--- src/common/rcit_pkg.sv ---
// rcit_pkg: register map, field positions and reset values for the radio
// core interrupt and timebase block.
// assumes a 32-bit APB register bus with byte addresses as listed here.
package rcit_pkg;

	// register byte addresses
	localparam logic [31:0] RCIT_CTRL_ADDR       = 32'h4000_0000;
	localparam logic [31:0] RCIT_MASK_ADDR       = 32'h4000_000c;
	localparam logic [31:0] RCIT_MASKED_ADDR     = 32'h4000_0010;
	localparam logic [31:0] RCIT_RAW_ADDR        = 32'h4000_0014;
	localparam logic [31:0] RCIT_ACK_ADDR        = 32'h4000_0018;
	localparam logic [31:0] RCIT_SLOT_SNAP_ADDR  = 32'h4000_001c;
	localparam logic [31:0] RCIT_US_SNAP_ADDR    = 32'h4000_0020;
	localparam logic [31:0] RCIT_ADDR_LOW_ADDR   = 32'h4000_0024;
	localparam logic [31:0] RCIT_ADDR_HIGH_ADDR  = 32'h4000_0028;
	localparam logic [31:0] RCIT_SAMPLE_ADDR     = 32'h4000_00fc;

	// interrupt source bit positions
	localparam int RCIT_SRC_COUNT      = 10;
	localparam int RCIT_SRC_SLOT       = 0;
	localparam int RCIT_SRC_RECEIVE    = 1;
	localparam int RCIT_SRC_SLEEP_END  = 2;
	localparam int RCIT_SRC_EVENT_END  = 3;
	localparam int RCIT_SRC_CIPHER     = 4;
	localparam int RCIT_SRC_FAULT      = 5;
	localparam int RCIT_SRC_GROSS      = 6;
	localparam int RCIT_SRC_FINE       = 7;
	localparam int RCIT_SRC_EVT_ABORT  = 8;
	localparam int RCIT_SRC_SOFT       = 9;

	// field positions in the mask, control and upper address registers
	localparam int RCIT_SLOT_IN_EVT_BIT = 15;
	localparam int RCIT_SOFT_REQ_BIT    = 28;
	localparam int RCIT_REG_RESET_BIT   = 29;
	localparam int RCIT_PRIVATE_BIT     = 16;
	localparam int RCIT_ADDR_HIGH_W     = 16;

	// values after reset
	localparam logic [9:0] RCIT_MASK_RESET        = 10'h11f;
	localparam logic       RCIT_SLOT_IN_EVT_RESET = 1'b1;

	// documented counter widths and base period
	localparam int RCIT_SLOT_W_DEF   = 27;
	localparam int RCIT_US_W_DEF     = 10;
	localparam int RCIT_SLOT_US      = 625;

endpackage

--- src/hw/rcit_irq_timebase.sv ---
// rcit_irq_timebase: interrupt mask, pending and acknowledge logic for the
// ten radio core sources, counter snapshots and device address registers.
// assumes sources arrive as one-cycle pulses synchronous to ref_clk, and the
// core's slot and microsecond counters are driven in the same clock domain.
//
// Summary of operation
// - every source has its own enable bit
// - sources occupy bits zero to nine
// - bit 15 allows slot irq during events
// - mask resets with documented ones and zeros
// - masked status is pending and enabled
// - raw status ignores mask except bit 15, resets zero
// - writing one acknowledges, clearing both flags
// - acknowledge bits never hold, read zero
// - irq lines stay high until acknowledged or masked
// - control request bit raises soft source
// - 27-bit slot counter copy, zero at reset
// - copies refresh only on sampling write
// - 10-bit microsecond counter copy
// - 48-bit address in two registers
// - bit 16 flags private address
// - event end and abort sources separate
`timescale 1ns/1ns
module rcit_irq_timebase
	import rcit_pkg::*;
#(
	parameter int SLOT_W = RCIT_SLOT_W_DEF,
	parameter int US_W   = RCIT_US_W_DEF
) (
	input  wire logic                      ref_clk,
	input  wire logic                      rst_n,
	input  wire logic                      ce,
	input  wire logic                      psel,
	input  wire logic                      penable,
	input  wire logic                      pwrite,
	input  wire logic [31:0]               paddr,
	input  wire logic [31:0]               pwdata,
	output logic      [31:0]               prdata,
	output logic                           pready,
	output logic                           pslverr,
	input  wire logic [RCIT_SRC_COUNT-2:0] srcEvent,
	input  wire logic                      inEvent,
	input  wire logic [SLOT_W-1:0]         slotCount,
	input  wire logic [US_W-1:0]           microsecondCount,
	output logic [RCIT_SRC_COUNT-1:0]      irqLines,
	output logic                           irq,
	output logic [47:0]                    deviceAddress,
	output logic                           addressIsPrivate
);

	// the slot copy must fit one 32-bit register word
	if (SLOT_W < 1 || SLOT_W > 32) begin : g_slot_width_check
		$error("rcit_irq_timebase: SLOT_W must be 1 to 32");
	end

	// the microsecond copy must fit one register word as well
	if (US_W < 1 || US_W > 32) begin : g_us_width_check
		$error("rcit_irq_timebase: US_W must be 1 to 32");
	end

	// the privacy flag sits above the upper address part
	if (RCIT_PRIVATE_BIT < RCIT_ADDR_HIGH_W) begin : g_priv_bit_check
		$error("rcit_irq_timebase: privacy bit overlaps the upper address");
	end

	// the in-event enable must not overlap a source mask bit
	if (RCIT_SLOT_IN_EVT_BIT < RCIT_SRC_COUNT) begin : g_mask_bit_check
		$error("rcit_irq_timebase: in-event enable overlaps a source bit");
	end

	// all state of the block, grouped by what software sees of it
	typedef struct packed {
		// enable mask word
		logic [RCIT_SRC_COUNT-1:0]   mask;
		logic                        slotInEvt;

		// pending flags and the one-cycle soft request
		logic [RCIT_SRC_COUNT-1:0]   raw;
		logic                        softReq;

		// counter copies, refreshed only by a sampling write
		logic [SLOT_W-1:0]           slotSnap;
		logic [US_W-1:0]             usSnap;

		// device address and its privacy flag
		logic [31:0]                 addrLow;
		logic [RCIT_ADDR_HIGH_W-1:0] addrHigh;
		logic                        priv;

		// bus answer, standing for one cycle
		logic                        ready;
		logic [31:0]                 rdata;
		logic                        slverr;

		// interrupt outputs, registered so they never glitch
		logic [RCIT_SRC_COUNT-1:0]   lines;
		logic                        irqAny;
	} rcit_state_t;

	// values after reset: documented mask ones and the in-event enable set, everything else clear
	localparam rcit_state_t RCIT_STATE_RESET = '{
		mask:      RCIT_MASK_RESET,
		slotInEvt: RCIT_SLOT_IN_EVT_RESET,
		raw:       '0,
		softReq:   1'b0,
		slotSnap:  '0,
		usSnap:    '0,
		addrLow:   32'h0,
		addrHigh:  '0,
		priv:      1'b0,
		ready:     1'b0,
		rdata:     32'h0,
		slverr:    1'b0,
		lines:     '0,
		irqAny:    1'b0
	};

	rcit_state_t stateReg;
	rcit_state_t stateNext;

	// bus handshake, decode and pending flag vectors
	logic                      setupPhase;
	logic                      accessDone;
	logic                      wrDone;
	logic                      addrHit;
	logic [31:0]               readWord;
	logic [RCIT_SRC_COUNT-1:0] setVec;
	logic [RCIT_SRC_COUNT-1:0] ackVec;
	logic                      regReset;

	// per-register address matches and write strobes
	logic                      hitCtrl;
	logic                      hitMask;
	logic                      hitMasked;
	logic                      hitRaw;
	logic                      hitAck;
	logic                      hitSlotSnap;
	logic                      hitUsSnap;
	logic                      hitAddrLow;
	logic                      hitAddrHigh;
	logic                      hitSample;
	logic                      wrCtrl;
	logic                      wrAck;

	// source gating and readable register words
	logic                      slotAllowed;
	logic [RCIT_SRC_COUNT-1:0] maskedView;
	logic [31:0]               maskWord;
	logic [31:0]               maskedWord;
	logic [31:0]               rawWord;
	logic [31:0]               slotWord;
	logic [31:0]               usWord;
	logic [31:0]               highWord;

	// first access cycle answers next edge; completing edge commits writes
	assign setupPhase = psel && penable && !stateReg.ready;
	assign accessDone = psel && penable && stateReg.ready;
	assign wrDone     = accessDone && pwrite && addrHit;

	// one exact compare per register, so no alias answers
	assign hitCtrl     = (paddr == RCIT_CTRL_ADDR);
	assign hitMask     = (paddr == RCIT_MASK_ADDR);
	assign hitMasked   = (paddr == RCIT_MASKED_ADDR);
	assign hitRaw      = (paddr == RCIT_RAW_ADDR);
	assign hitAck      = (paddr == RCIT_ACK_ADDR);
	assign hitSlotSnap = (paddr == RCIT_SLOT_SNAP_ADDR);
	assign hitUsSnap   = (paddr == RCIT_US_SNAP_ADDR);
	assign hitAddrLow  = (paddr == RCIT_ADDR_LOW_ADDR);
	assign hitAddrHigh = (paddr == RCIT_ADDR_HIGH_ADDR);
	assign hitSample   = (paddr == RCIT_SAMPLE_ADDR);

	// unmapped addresses answer with an error and change nothing
	assign addrHit = hitCtrl || hitMask || hitMasked || hitRaw || hitAck || hitSlotSnap || hitUsSnap
		|| hitAddrLow || hitAddrHigh || hitSample;

	// strobes alive only on the completing edge of a write
	assign wrCtrl = wrDone && hitCtrl;
	assign wrAck  = wrDone && hitAck;

	// masked view: pending and enabled
	assign maskedView = stateReg.raw & stateReg.mask;

	// readable registers as full words; bits outside the fields read zero
	always_comb begin
		maskWord                       = '0;
		maskWord[RCIT_SRC_COUNT-1:0]   = stateReg.mask;
		maskWord[RCIT_SLOT_IN_EVT_BIT] = stateReg.slotInEvt;
		maskedWord                     = '0;
		maskedWord[RCIT_SRC_COUNT-1:0] = maskedView;
		rawWord                        = '0;
		rawWord[RCIT_SRC_COUNT-1:0]    = stateReg.raw;
		slotWord                       = '0;
		slotWord[SLOT_W-1:0]           = stateReg.slotSnap;
		usWord                         = '0;
		usWord[US_W-1:0]               = stateReg.usSnap;
		highWord                       = '0;
		highWord[RCIT_ADDR_HIGH_W-1:0] = stateReg.addrHigh;
		highWord[RCIT_PRIVATE_BIT]     = stateReg.priv;
	end

	// read multiplexer; write-only and self-clearing words read zero
	always_comb begin
		readWord = '0;
		unique case (paddr)
			RCIT_MASK_ADDR: begin
				readWord = maskWord;
			end
			RCIT_MASKED_ADDR: begin
				readWord = maskedWord;
			end
			RCIT_RAW_ADDR: begin
				readWord = rawWord;
			end
			RCIT_SLOT_SNAP_ADDR: begin
				readWord = slotWord;
			end
			RCIT_US_SNAP_ADDR: begin
				readWord = usWord;
			end
			RCIT_ADDR_LOW_ADDR: begin
				readWord = stateReg.addrLow;
			end
			RCIT_ADDR_HIGH_ADDR: begin
				readWord = highWord;
			end
			RCIT_CTRL_ADDR: begin
				readWord = '0;
			end
			RCIT_ACK_ADDR: begin
				readWord = '0;
			end
			RCIT_SAMPLE_ADDR: begin
				readWord = '0;
			end
			default: begin
				readWord = '0;
			end
		endcase
	end

	// acknowledge pulses exist only for the completing write edge
	assign ackVec = wrAck ? pwdata[RCIT_SRC_COUNT-1:0] : '0;

	// block reset request; unlike the soft request it is never stored
	assign regReset = wrCtrl && pwdata[RCIT_REG_RESET_BIT];

	// slot source is held off during events unless bit 15 allows it
	assign slotAllowed = !inEvent || stateReg.slotInEvt;

	// hardware sources in their bit order; the soft source comes from the request flop
	always_comb begin
		setVec                     = '0;
		setVec[RCIT_SRC_SLOT]      = srcEvent[RCIT_SRC_SLOT] && slotAllowed;
		setVec[RCIT_SRC_RECEIVE]   = srcEvent[RCIT_SRC_RECEIVE];
		setVec[RCIT_SRC_SLEEP_END] = srcEvent[RCIT_SRC_SLEEP_END];
		setVec[RCIT_SRC_EVENT_END] = srcEvent[RCIT_SRC_EVENT_END];
		setVec[RCIT_SRC_CIPHER]    = srcEvent[RCIT_SRC_CIPHER];
		setVec[RCIT_SRC_FAULT]     = srcEvent[RCIT_SRC_FAULT];
		setVec[RCIT_SRC_GROSS]     = srcEvent[RCIT_SRC_GROSS];
		setVec[RCIT_SRC_FINE]      = srcEvent[RCIT_SRC_FINE];
		setVec[RCIT_SRC_EVT_ABORT] = srcEvent[RCIT_SRC_EVT_ABORT];
		setVec[RCIT_SRC_SOFT]      = stateReg.softReq;
	end

	// next-state logic for the whole block
	always_comb begin
		stateNext = stateReg;

		// bus answer: one wait state, data and error stand with pready
		stateNext.ready  = setupPhase;
		stateNext.rdata  = setupPhase ? readWord : '0;
		stateNext.slverr = setupPhase && !addrHit;

		// soft request lasts one cycle, then raises the soft source
		stateNext.softReq = wrCtrl && pwdata[RCIT_SOFT_REQ_BIT];

		// pending flags are sticky; a new event wins over its acknowledge
		stateNext.raw = (stateReg.raw & ~ackVec) | setVec;

		// register block soft reset leaves pending flags untouched
		if (regReset) begin
			stateNext.mask      = RCIT_MASK_RESET;
			stateNext.slotInEvt = RCIT_SLOT_IN_EVT_RESET;
			stateNext.slotSnap  = '0;
			stateNext.usSnap    = '0;
			stateNext.addrLow   = '0;
			stateNext.addrHigh  = '0;
			stateNext.priv      = 1'b0;
		end

		if (wrDone && !regReset) begin
			unique case (paddr)
				RCIT_MASK_ADDR: begin
					stateNext.mask      = pwdata[RCIT_SRC_COUNT-1:0];
					stateNext.slotInEvt = pwdata[RCIT_SLOT_IN_EVT_BIT];
				end
				RCIT_SAMPLE_ADDR: begin
					stateNext.slotSnap = slotCount;
					stateNext.usSnap   = microsecondCount;
				end
				RCIT_ADDR_LOW_ADDR: begin
					stateNext.addrLow = pwdata;
				end
				RCIT_ADDR_HIGH_ADDR: begin
					stateNext.addrHigh = pwdata[RCIT_ADDR_HIGH_W-1:0];
					stateNext.priv     = pwdata[RCIT_PRIVATE_BIT];
				end
				default: begin
					// read-only and strobe-only words store nothing here
					stateNext.addrLow = stateReg.addrLow;
				end
			endcase
		end

		// outputs follow the registered state so they never glitch
		stateNext.lines  = stateNext.raw & stateNext.mask;
		stateNext.irqAny = |stateNext.lines;
	end

	// single state register, frozen while the clock enable is low
	always_ff @(posedge ref_clk or negedge rst_n) begin
		if (!rst_n) begin
			stateReg <= RCIT_STATE_RESET;
		end else if (ce) begin
			stateReg <= stateNext;
		end
	end

	// bus answer straight from the state register
	assign prdata           = stateReg.rdata;
	assign pready           = stateReg.ready;
	assign pslverr          = stateReg.slverr;

	// interrupt lines, level until acknowledged or masked
	assign irqLines         = stateReg.lines;
	assign irq              = stateReg.irqAny;

	// address registers as seen by the link layer
	assign deviceAddress    = {stateReg.addrHigh, stateReg.addrLow};
	assign addressIsPrivate = stateReg.priv;

endmodule

--- config.mk ---
export PLATFORM = sky130hd
export DESIGN_NAME = rcit_irq_timebase
export DESIGN_NICKNAME = d
export VERILOG_FILES = /design/src/common/rcit_pkg.sv /design/src/hw/rcit_irq_timebase.sv
export SDC_FILE = /design/constraint.sdc
export NUM_CORES = 1
export LEC_CHECK = 0
export BUFFER_PORTS_ARGS = -buffer_cell sky130_fd_sc_hd__buf_2
export CAP_MARGIN = 5
export CORE_AREA = 2 2 169 105
export DETAILED_ROUTE_END_ITERATION = 8
export DIE_AREA = 0 0 171 107
export PLACE_DENSITY = 0.75
export SLEW_MARGIN = 20
export SYNTH_ARGS = -nofsm -noshare
export SYNTH_HDL_FRONTEND = slang
export SYNTH_SLANG_ARGS = --single-unit
--- constraint.sdc ---
create_clock -name ref_clk -period 2.2 [get_ports ref_clk]
set_clock_uncertainty 0.1 [all_clocks]
set_input_delay 0.11 -clock ref_clk [delete_from_list [all_inputs] [get_ports ref_clk]]
set_output_delay 0.11 -clock ref_clk [all_outputs]
set_load 0.03 [all_outputs]
# Yosys cells after proc, flatten, opt, wreduce, memory -nomap -nowiden

Cells that the tools add are included.

Add/sub/neg operators: 0
Multiply operators: 0
Div/mod/pow operators: 0
$lt $le $gt $ge: 0
Equality and inequality tests: 11
Shift operators: 0
Multiplexer cells: 11
Bitwise operators: 5
Reduce and logical (&&, ||, !) cells: 29

Operators with widths:

| kind                                                                     | count |
|---|---|
| 32-bit by 31-bit equality test with 1-bit output (second input constant) | 10 |
| 32-bit one-hot mux with 7 select lines                                   | 1 |
| 86-bit two-way mux                                                       | 2 |
| 32-bit one-hot mux with 2 select lines                                   | 1 |
| 37-bit two-way mux                                                       | 1 |
| 11-bit two-way mux                                                       | 3 |
| 32-bit two-way mux                                                       | 1 |
| 10-bit AND                                                               | 3 |
| 17-bit two-way mux                                                       | 1 |
| 1-bit logical AND                                                        | 12 |
| 1-bit logical OR                                                         | 10 |
| 10-bit two-way mux                                                       | 1 |
| 10-bit inverter                                                          | 1 |
| 10-bit bitwise OR                                                        | 1 |
| 10-bit OR reduction                                                      | 1 |
| 1-bit logical NOT                                                        | 4 |
| 3-bit inequality test (second input constant)                            | 1 |
| 3-bit OR reduction                                                       | 1 |
| 2-bit AND reduction                                                      | 1 |

Register bits: 153
Latch bits: 0
Bits in writable memories: 0
ROM bits: 0
Bits of input ports: 117
Output and inout bits: 94
Logic and storage cells: 70
Memories kept: 0

# Logic depth before layout (Yosys ltp)

Word-level depth: 18
Gate-level depth with buffers: 11
Gate-level depth less buffers: 7

# Least setup slack after synthesis

No wires, ideal clock.

Kind: register to register
Start point: register stateReg (netlist bit pready)
End point: register stateReg (netlist bit irq)
Arrival: 2.112 ns
Required time: 1.959 ns
Slack: -0.153 ns
Stages on the path, launching flop included: 8
Cell sequence: dfrtp_1 -> nand4_1 -> nor3_1 -> nor4b_4 -> nand2_1 -> a21o_1 -> a211oi_1 -> a41oi_2

Cells in the longest elaborated chain, start to end: 10

Ends and longest elaborated chain:

| what                                                    | RTL line                                           | text |
|---|---|---|
| from (decl)                                             | rcit_irq_timebase.sv:118                           | `rcit_state_t stateReg;` |
| from (signal assigned)                                  | rcit_irq_timebase.sv:325                           | `stateReg <= stateNext;` |
| 1-bit logical AND (*)                                   | rcit_irq_timebase.sv:157                           | `assign accessDone = psel && penable && stateReg.ready;` |
| 1-bit logical AND (*) (2 in a row)                      | rcit_irq_timebase.sv:158                           | `assign wrDone = accessDone && pwrite && addrHit;` |
| 1-bit logical AND, on equally long branches             | rcit_irq_timebase.sv:177, rcit_irq_timebase.sv:178 |  |
| 1-bit logical AND or 10-bit two-way mux (tied branches) | rcit_irq_timebase.sv:245, rcit_irq_timebase.sv:242 |  |
| 11-bit two-way mux (tied with other cells)              | rcit_irq_timebase.sv:281                           | `if (regReset) begin` |
| 11-bit two-way mux (tied with other cells)              | rcit_irq_timebase.sv:292                           | `unique case (paddr)` |
| 11-bit two-way mux or 10-bit bitwise OR (tied branches) | rcit_irq_timebase.sv:291, rcit_irq_timebase.sv:278 |  |
| 10-bit AND (*)                                          | rcit_irq_timebase.sv:316                           | `stateNext.lines = stateNext.raw & stateNext.mask;` |
| 10-bit OR reduction (*)                                 | rcit_irq_timebase.sv:317                           | `stateNext.irqAny = \|stateNext.lines;` |

Every way passes the cells marked *; elsewhere a longest branch is shown, timed or not.
A chain may end at the register's enable or synchronous reset.

# Worst setup path in the final report

Same ends and word-level chain as after synthesis.

==> impl_table.tex <==
\begin{tabular}{lr}
\hline
Metric & Value \\
\hline
\multicolumn{2}{l}{\textbf{Finish}} \\
Post-Layout Cell Count & approximately 1300 \\
Post-route cell area & approximately 10000 µm² \\
Filler cells & between 1000 and 1500 \\
Synthesis-to-finish area growth & 32.4\% \\
Number of nets in the final layout & 1199 \\
Fraction of final layout cells sized beyond drive strength 1 & 0.318 \\
\multicolumn{2}{l}{\textbf{Synthesis}} \\
Post-synth EDFFs & 0 \\
Commonest register cell after synthesis & sky130\_fd\_sc\_hd\_\_dfrtp\_1 \\
Count of state elements after synthesis & between 150 and 200 \\
Count of mapped cells out of synthesis & 851 \\
Total nets after synthesis & just under 1000 \\
Fraction of registers with async set or reset after synthesis & 1.00 \\
Post-synthesis sequential area ratio & 0.485 \\
Synthesized area per cell & just over 9 µm² \\
Synth cell types & 66 \\
Warning count from the yosys run & 0 \\
Post-Synthesis Cell Area & between 7000 and 8000 µm² \\
\multicolumn{2}{l}{\textbf{Die}} \\
Width of the die & between 150 and 200 µm \\
Die span in y & about 110 µm \\
DIE AREA & 18300 µm² \\
Rows & 37 \\
Area of the core & approximately 17000 µm² \\
Effective utilization at floorplan & 0.472 \\
Ports placed on the boundary & 211 \\
\multicolumn{2}{l}{\textbf{Detailed routing}} \\
Antenna violation net count after detailed routing & 0 \\
DRC & 0 \\
Number of DRC markers in iteration 0 & 778 \\
Uppermost signal routing layer after detailed routing & met5 \\
Met2 WL post-DR & approximately 11000 µm \\
Routed length on met1 & about 12000 µm \\
Via density & 5.64 \\
Routed vias & roughly 7500 \\
Overall routed net length & 26700 µm \\
Met3 wire length & roughly 3500 µm \\
Average wire per cell in the routed design & $\sim$20 µm \\
Detailed-router iteration count before antenna repair & 7 \\
\multicolumn{2}{l}{\textbf{Critical path}} \\
Critical path startpoint category & register \\
Required time at the worst-slack endpoint & approximately 2.4 ns \\
Critical Path AT & 2.27 ns \\
Crit. End Element & register \\
Maximum net fanout on the critical path & 5 \\
CP Class & reg2reg \\
\multicolumn{2}{l}{\textbf{GRT}} \\
Vias in the first global route & approximately 7000 \\
Pin count of the biggest net entering global routing & 63 \\
Congestion Overflow GR & 0 \\
Initial antenna violation count & 1 \\
Wire length of the first global-routing pass & approximately 41000 µm \\
Global-route total usage across every layer & 0.294 \\
\multicolumn{2}{l}{\textbf{Place}} \\
GPL Wtd Cong & 0.932 \\
Post-DP HPWL & $\sim$19000 µm \\
Placed inst area & around 9000 µm² \\
Cell count after placement & 1217 \\
Buffers added on ports & between 200 and 250 \\
\multicolumn{2}{l}{\textbf{Clocking}} \\
Number of buffers created by CTS & 17 \\
Clk slew on worst S/H paths & around 0.070 ns \\
Clock tree from TritonCTS & done \\
Max H-tree Level & 4 \\
Maximum clock path buffer count & 2 \\
Clock latency reported for the late side of the worst-skew pair & roughly 0.42 ns \\
Master cell of the clock root buffer & sky130\_fd\_sc\_hd\_\_clkbuf\_16 \\
Sink count of the clock tree & 153 \\
\multicolumn{2}{l}{\textbf{STA}} \\
Final Cycle Share & 0.949 \\
Final setup fails & 0 \\
Number of pins with negative max-slew slack in the final report & 0 \\
Shortest clock period the worst path allows after layout & roughly 2.1 ns \\
Worst Tran Pin Value & roughly 0.65 ns \\
Count of endpoints failing hold in the final timing report & 0 \\
Rel. slew slack & 0.567 \\
Upper clock frequency limit & between 400 and 500 MHz \\
\multicolumn{2}{l}{\textbf{Outcome}} \\
Status & finished, final reports clean \\
\multicolumn{2}{l}{\textbf{Power}} \\
IR Drop Worst-Case VDD & 0.413 mV \\
Power per Cell Area & 599 nW/µm² \\
Total leakage power & around 0.0054 µW \\
\multicolumn{2}{l}{\textbf{Flow run}} \\
Maximum Capacitance Violations & 0 \\
\multicolumn{2}{l}{\textbf{Hold path}} \\
Worst min-delay path class & in2reg \\
\hline
\end{tabular}
[sequential cells by signal (all words and copies together), names as in the netlist]
register	cells
deviceAddress	48
prdata	32
slotWord	27
maskWord	11
irqLines	10
rawWord	10
stateReg	10
addressIsPrivate	1
irq	1
pready	1
pslverr	1
setVec	1
[critical path, cell delays in order (launching register included)]
cell	delay, ns
sky130_fd_sc_hd__dfrtp_2	0.37
sky130_fd_sc_hd__nand4_1	0.07
sky130_fd_sc_hd__buf_4	0.17
sky130_fd_sc_hd__nor3_4	0.12
sky130_fd_sc_hd__nor4b_4	0.24
sky130_fd_sc_hd__buf_4	0.20
sky130_fd_sc_hd__nand2_1	0.07
sky130_fd_sc_hd__a21o_1	0.18
sky130_fd_sc_hd__a211oi_2	0.30
sky130_fd_sc_hd__a41oi_2	0.14
[Yosys cell counts (7+ instances only)]
master	number	area, µm²
sky130_fd_sc_hd__o2111ai_1	9	78.8
sky130_fd_sc_hd__nand3_1	59	295
sky130_fd_sc_hd__a21o_1	7	52.6
sky130_fd_sc_hd__buf_2	19	95.1
sky130_fd_sc_hd__clkbuf_1	28	105
sky130_fd_sc_hd__a22o_1	18	158
sky130_fd_sc_hd__o2bb2ai_1	28	245
sky130_fd_sc_hd__o22a_1	8	70.1
sky130_fd_sc_hd__nand3b_1	7	52.6
sky130_fd_sc_hd__o211ai_1	10	75.1
sky130_fd_sc_hd__nand2_1	233	875
sky130_fd_sc_hd__dfstp_2	7	184
sky130_fd_sc_hd__buf_4	91	683
sky130_fd_sc_hd__dfrtp_1	146	3650
sky130_fd_sc_hd__a21oi_1	19	95.1
sky130_fd_sc_hd__inv_1	13	48.8
sky130_fd_sc_hd__nor3_1	13	65.1
sky130_fd_sc_hd__nor2_1	10	37.5
sky130_fd_sc_hd__a22oi_1	31	233
[metal layers]
layer,track usage,up-vias
met4,0.0515,4
li1,-,3375
met2,0.401,478
met5,0.0319,-
met1,0.430,3614
met3,0.130,30
[through the flow]
step           worst slack [ns]  TNS (ns)  utilization  hold slack, ns  total power, µW
2_1_floorplan            0.0181         0            -          -0.286             2970
3_3_place_gp             -0.194    -0.233        0.539          0.0426             3210
3_5_place_dp             -0.232     -3.16        0.539          0.0424             3210
4_1_cts                0.000103         0        0.623          0.0105             6290
5_1_grt                 -0.0207   -0.0207        0.625          0.0498             6460
6_report                  0.111         0        0.625          0.0802             6270
[layout by cell type, fill, tap and decap left out, drive strengths merged, types with 10 or more instances in the layout]
cell	instances
dfrtp	146
clkbuf	18
a21oi	19
dlygate4sd3	78
nor3	15
o2bb2ai	28
a22o	18
nand2	234
nor2	10
inv	21
o211ai	10
buf	277
a22oi	31
nand3	59
[cell families (layout without fill, tap and decap cells)]
group | Yosys count | count (layout) | share of synthesized area
AO/OA/AOI/OAI | 168 | 168 | 0.170
multiplexers | 1 | 1 | 0.00142
other | 0 | 1 | 0
buffers and inverters | 158 | 402 | 0.122
flip-flops | 153 | 153 | 0.485
AND/OR/NAND/NOR | 371 | 371 | 0.221
[timing repair]
| action | in CTS | in global routing |
|---|---|---|
| gates resized for setup | 3 | 6 |
| hold endpoints to repair | 166 | 0 |
| pin swaps | 1 | 12 |
| hold buffers | 78 | 0 |
| endpoints found under the setup margin | 3 | 5 |
| setup buffers | 1 | 1 |
[area by class of cell]
cell class                      instances  area, µm²  area share
Tap cell                              234        293      0.0280
Clock buffer                           18        429      0.0410
Timing Repair Buffer                  355       2530       0.242
Clock inverter                         14        164      0.0157
Antenna cell                            1       2.50    0.000239
Multi-Input combinational cell        540       3160       0.302
Inverter                               15       56.3     0.00538
Sequential cell                       153       3840       0.367
[worst paths after layout]
check	startpoint	to	slack, ns	cells past startpoint
setup / recovery	pready	irq	0.11	9
hold / removal	penable	pready	0.08	3
setup reg to reg	pready	irq	0.11	9
hold reg to reg	irqLines[2]	irqLines[2]	0.38	1
max in group asynchronous	rst_n	maskWord[3]	1.08	3
min in group asynchronous	rst_n	prdata[22]	0.14	2
[power by group]
group          switching, µW  internal (µW)
combinational            238            219
sequential              4.08           2820
clock                   1280           1710
(Power assumes the default switching activity.)
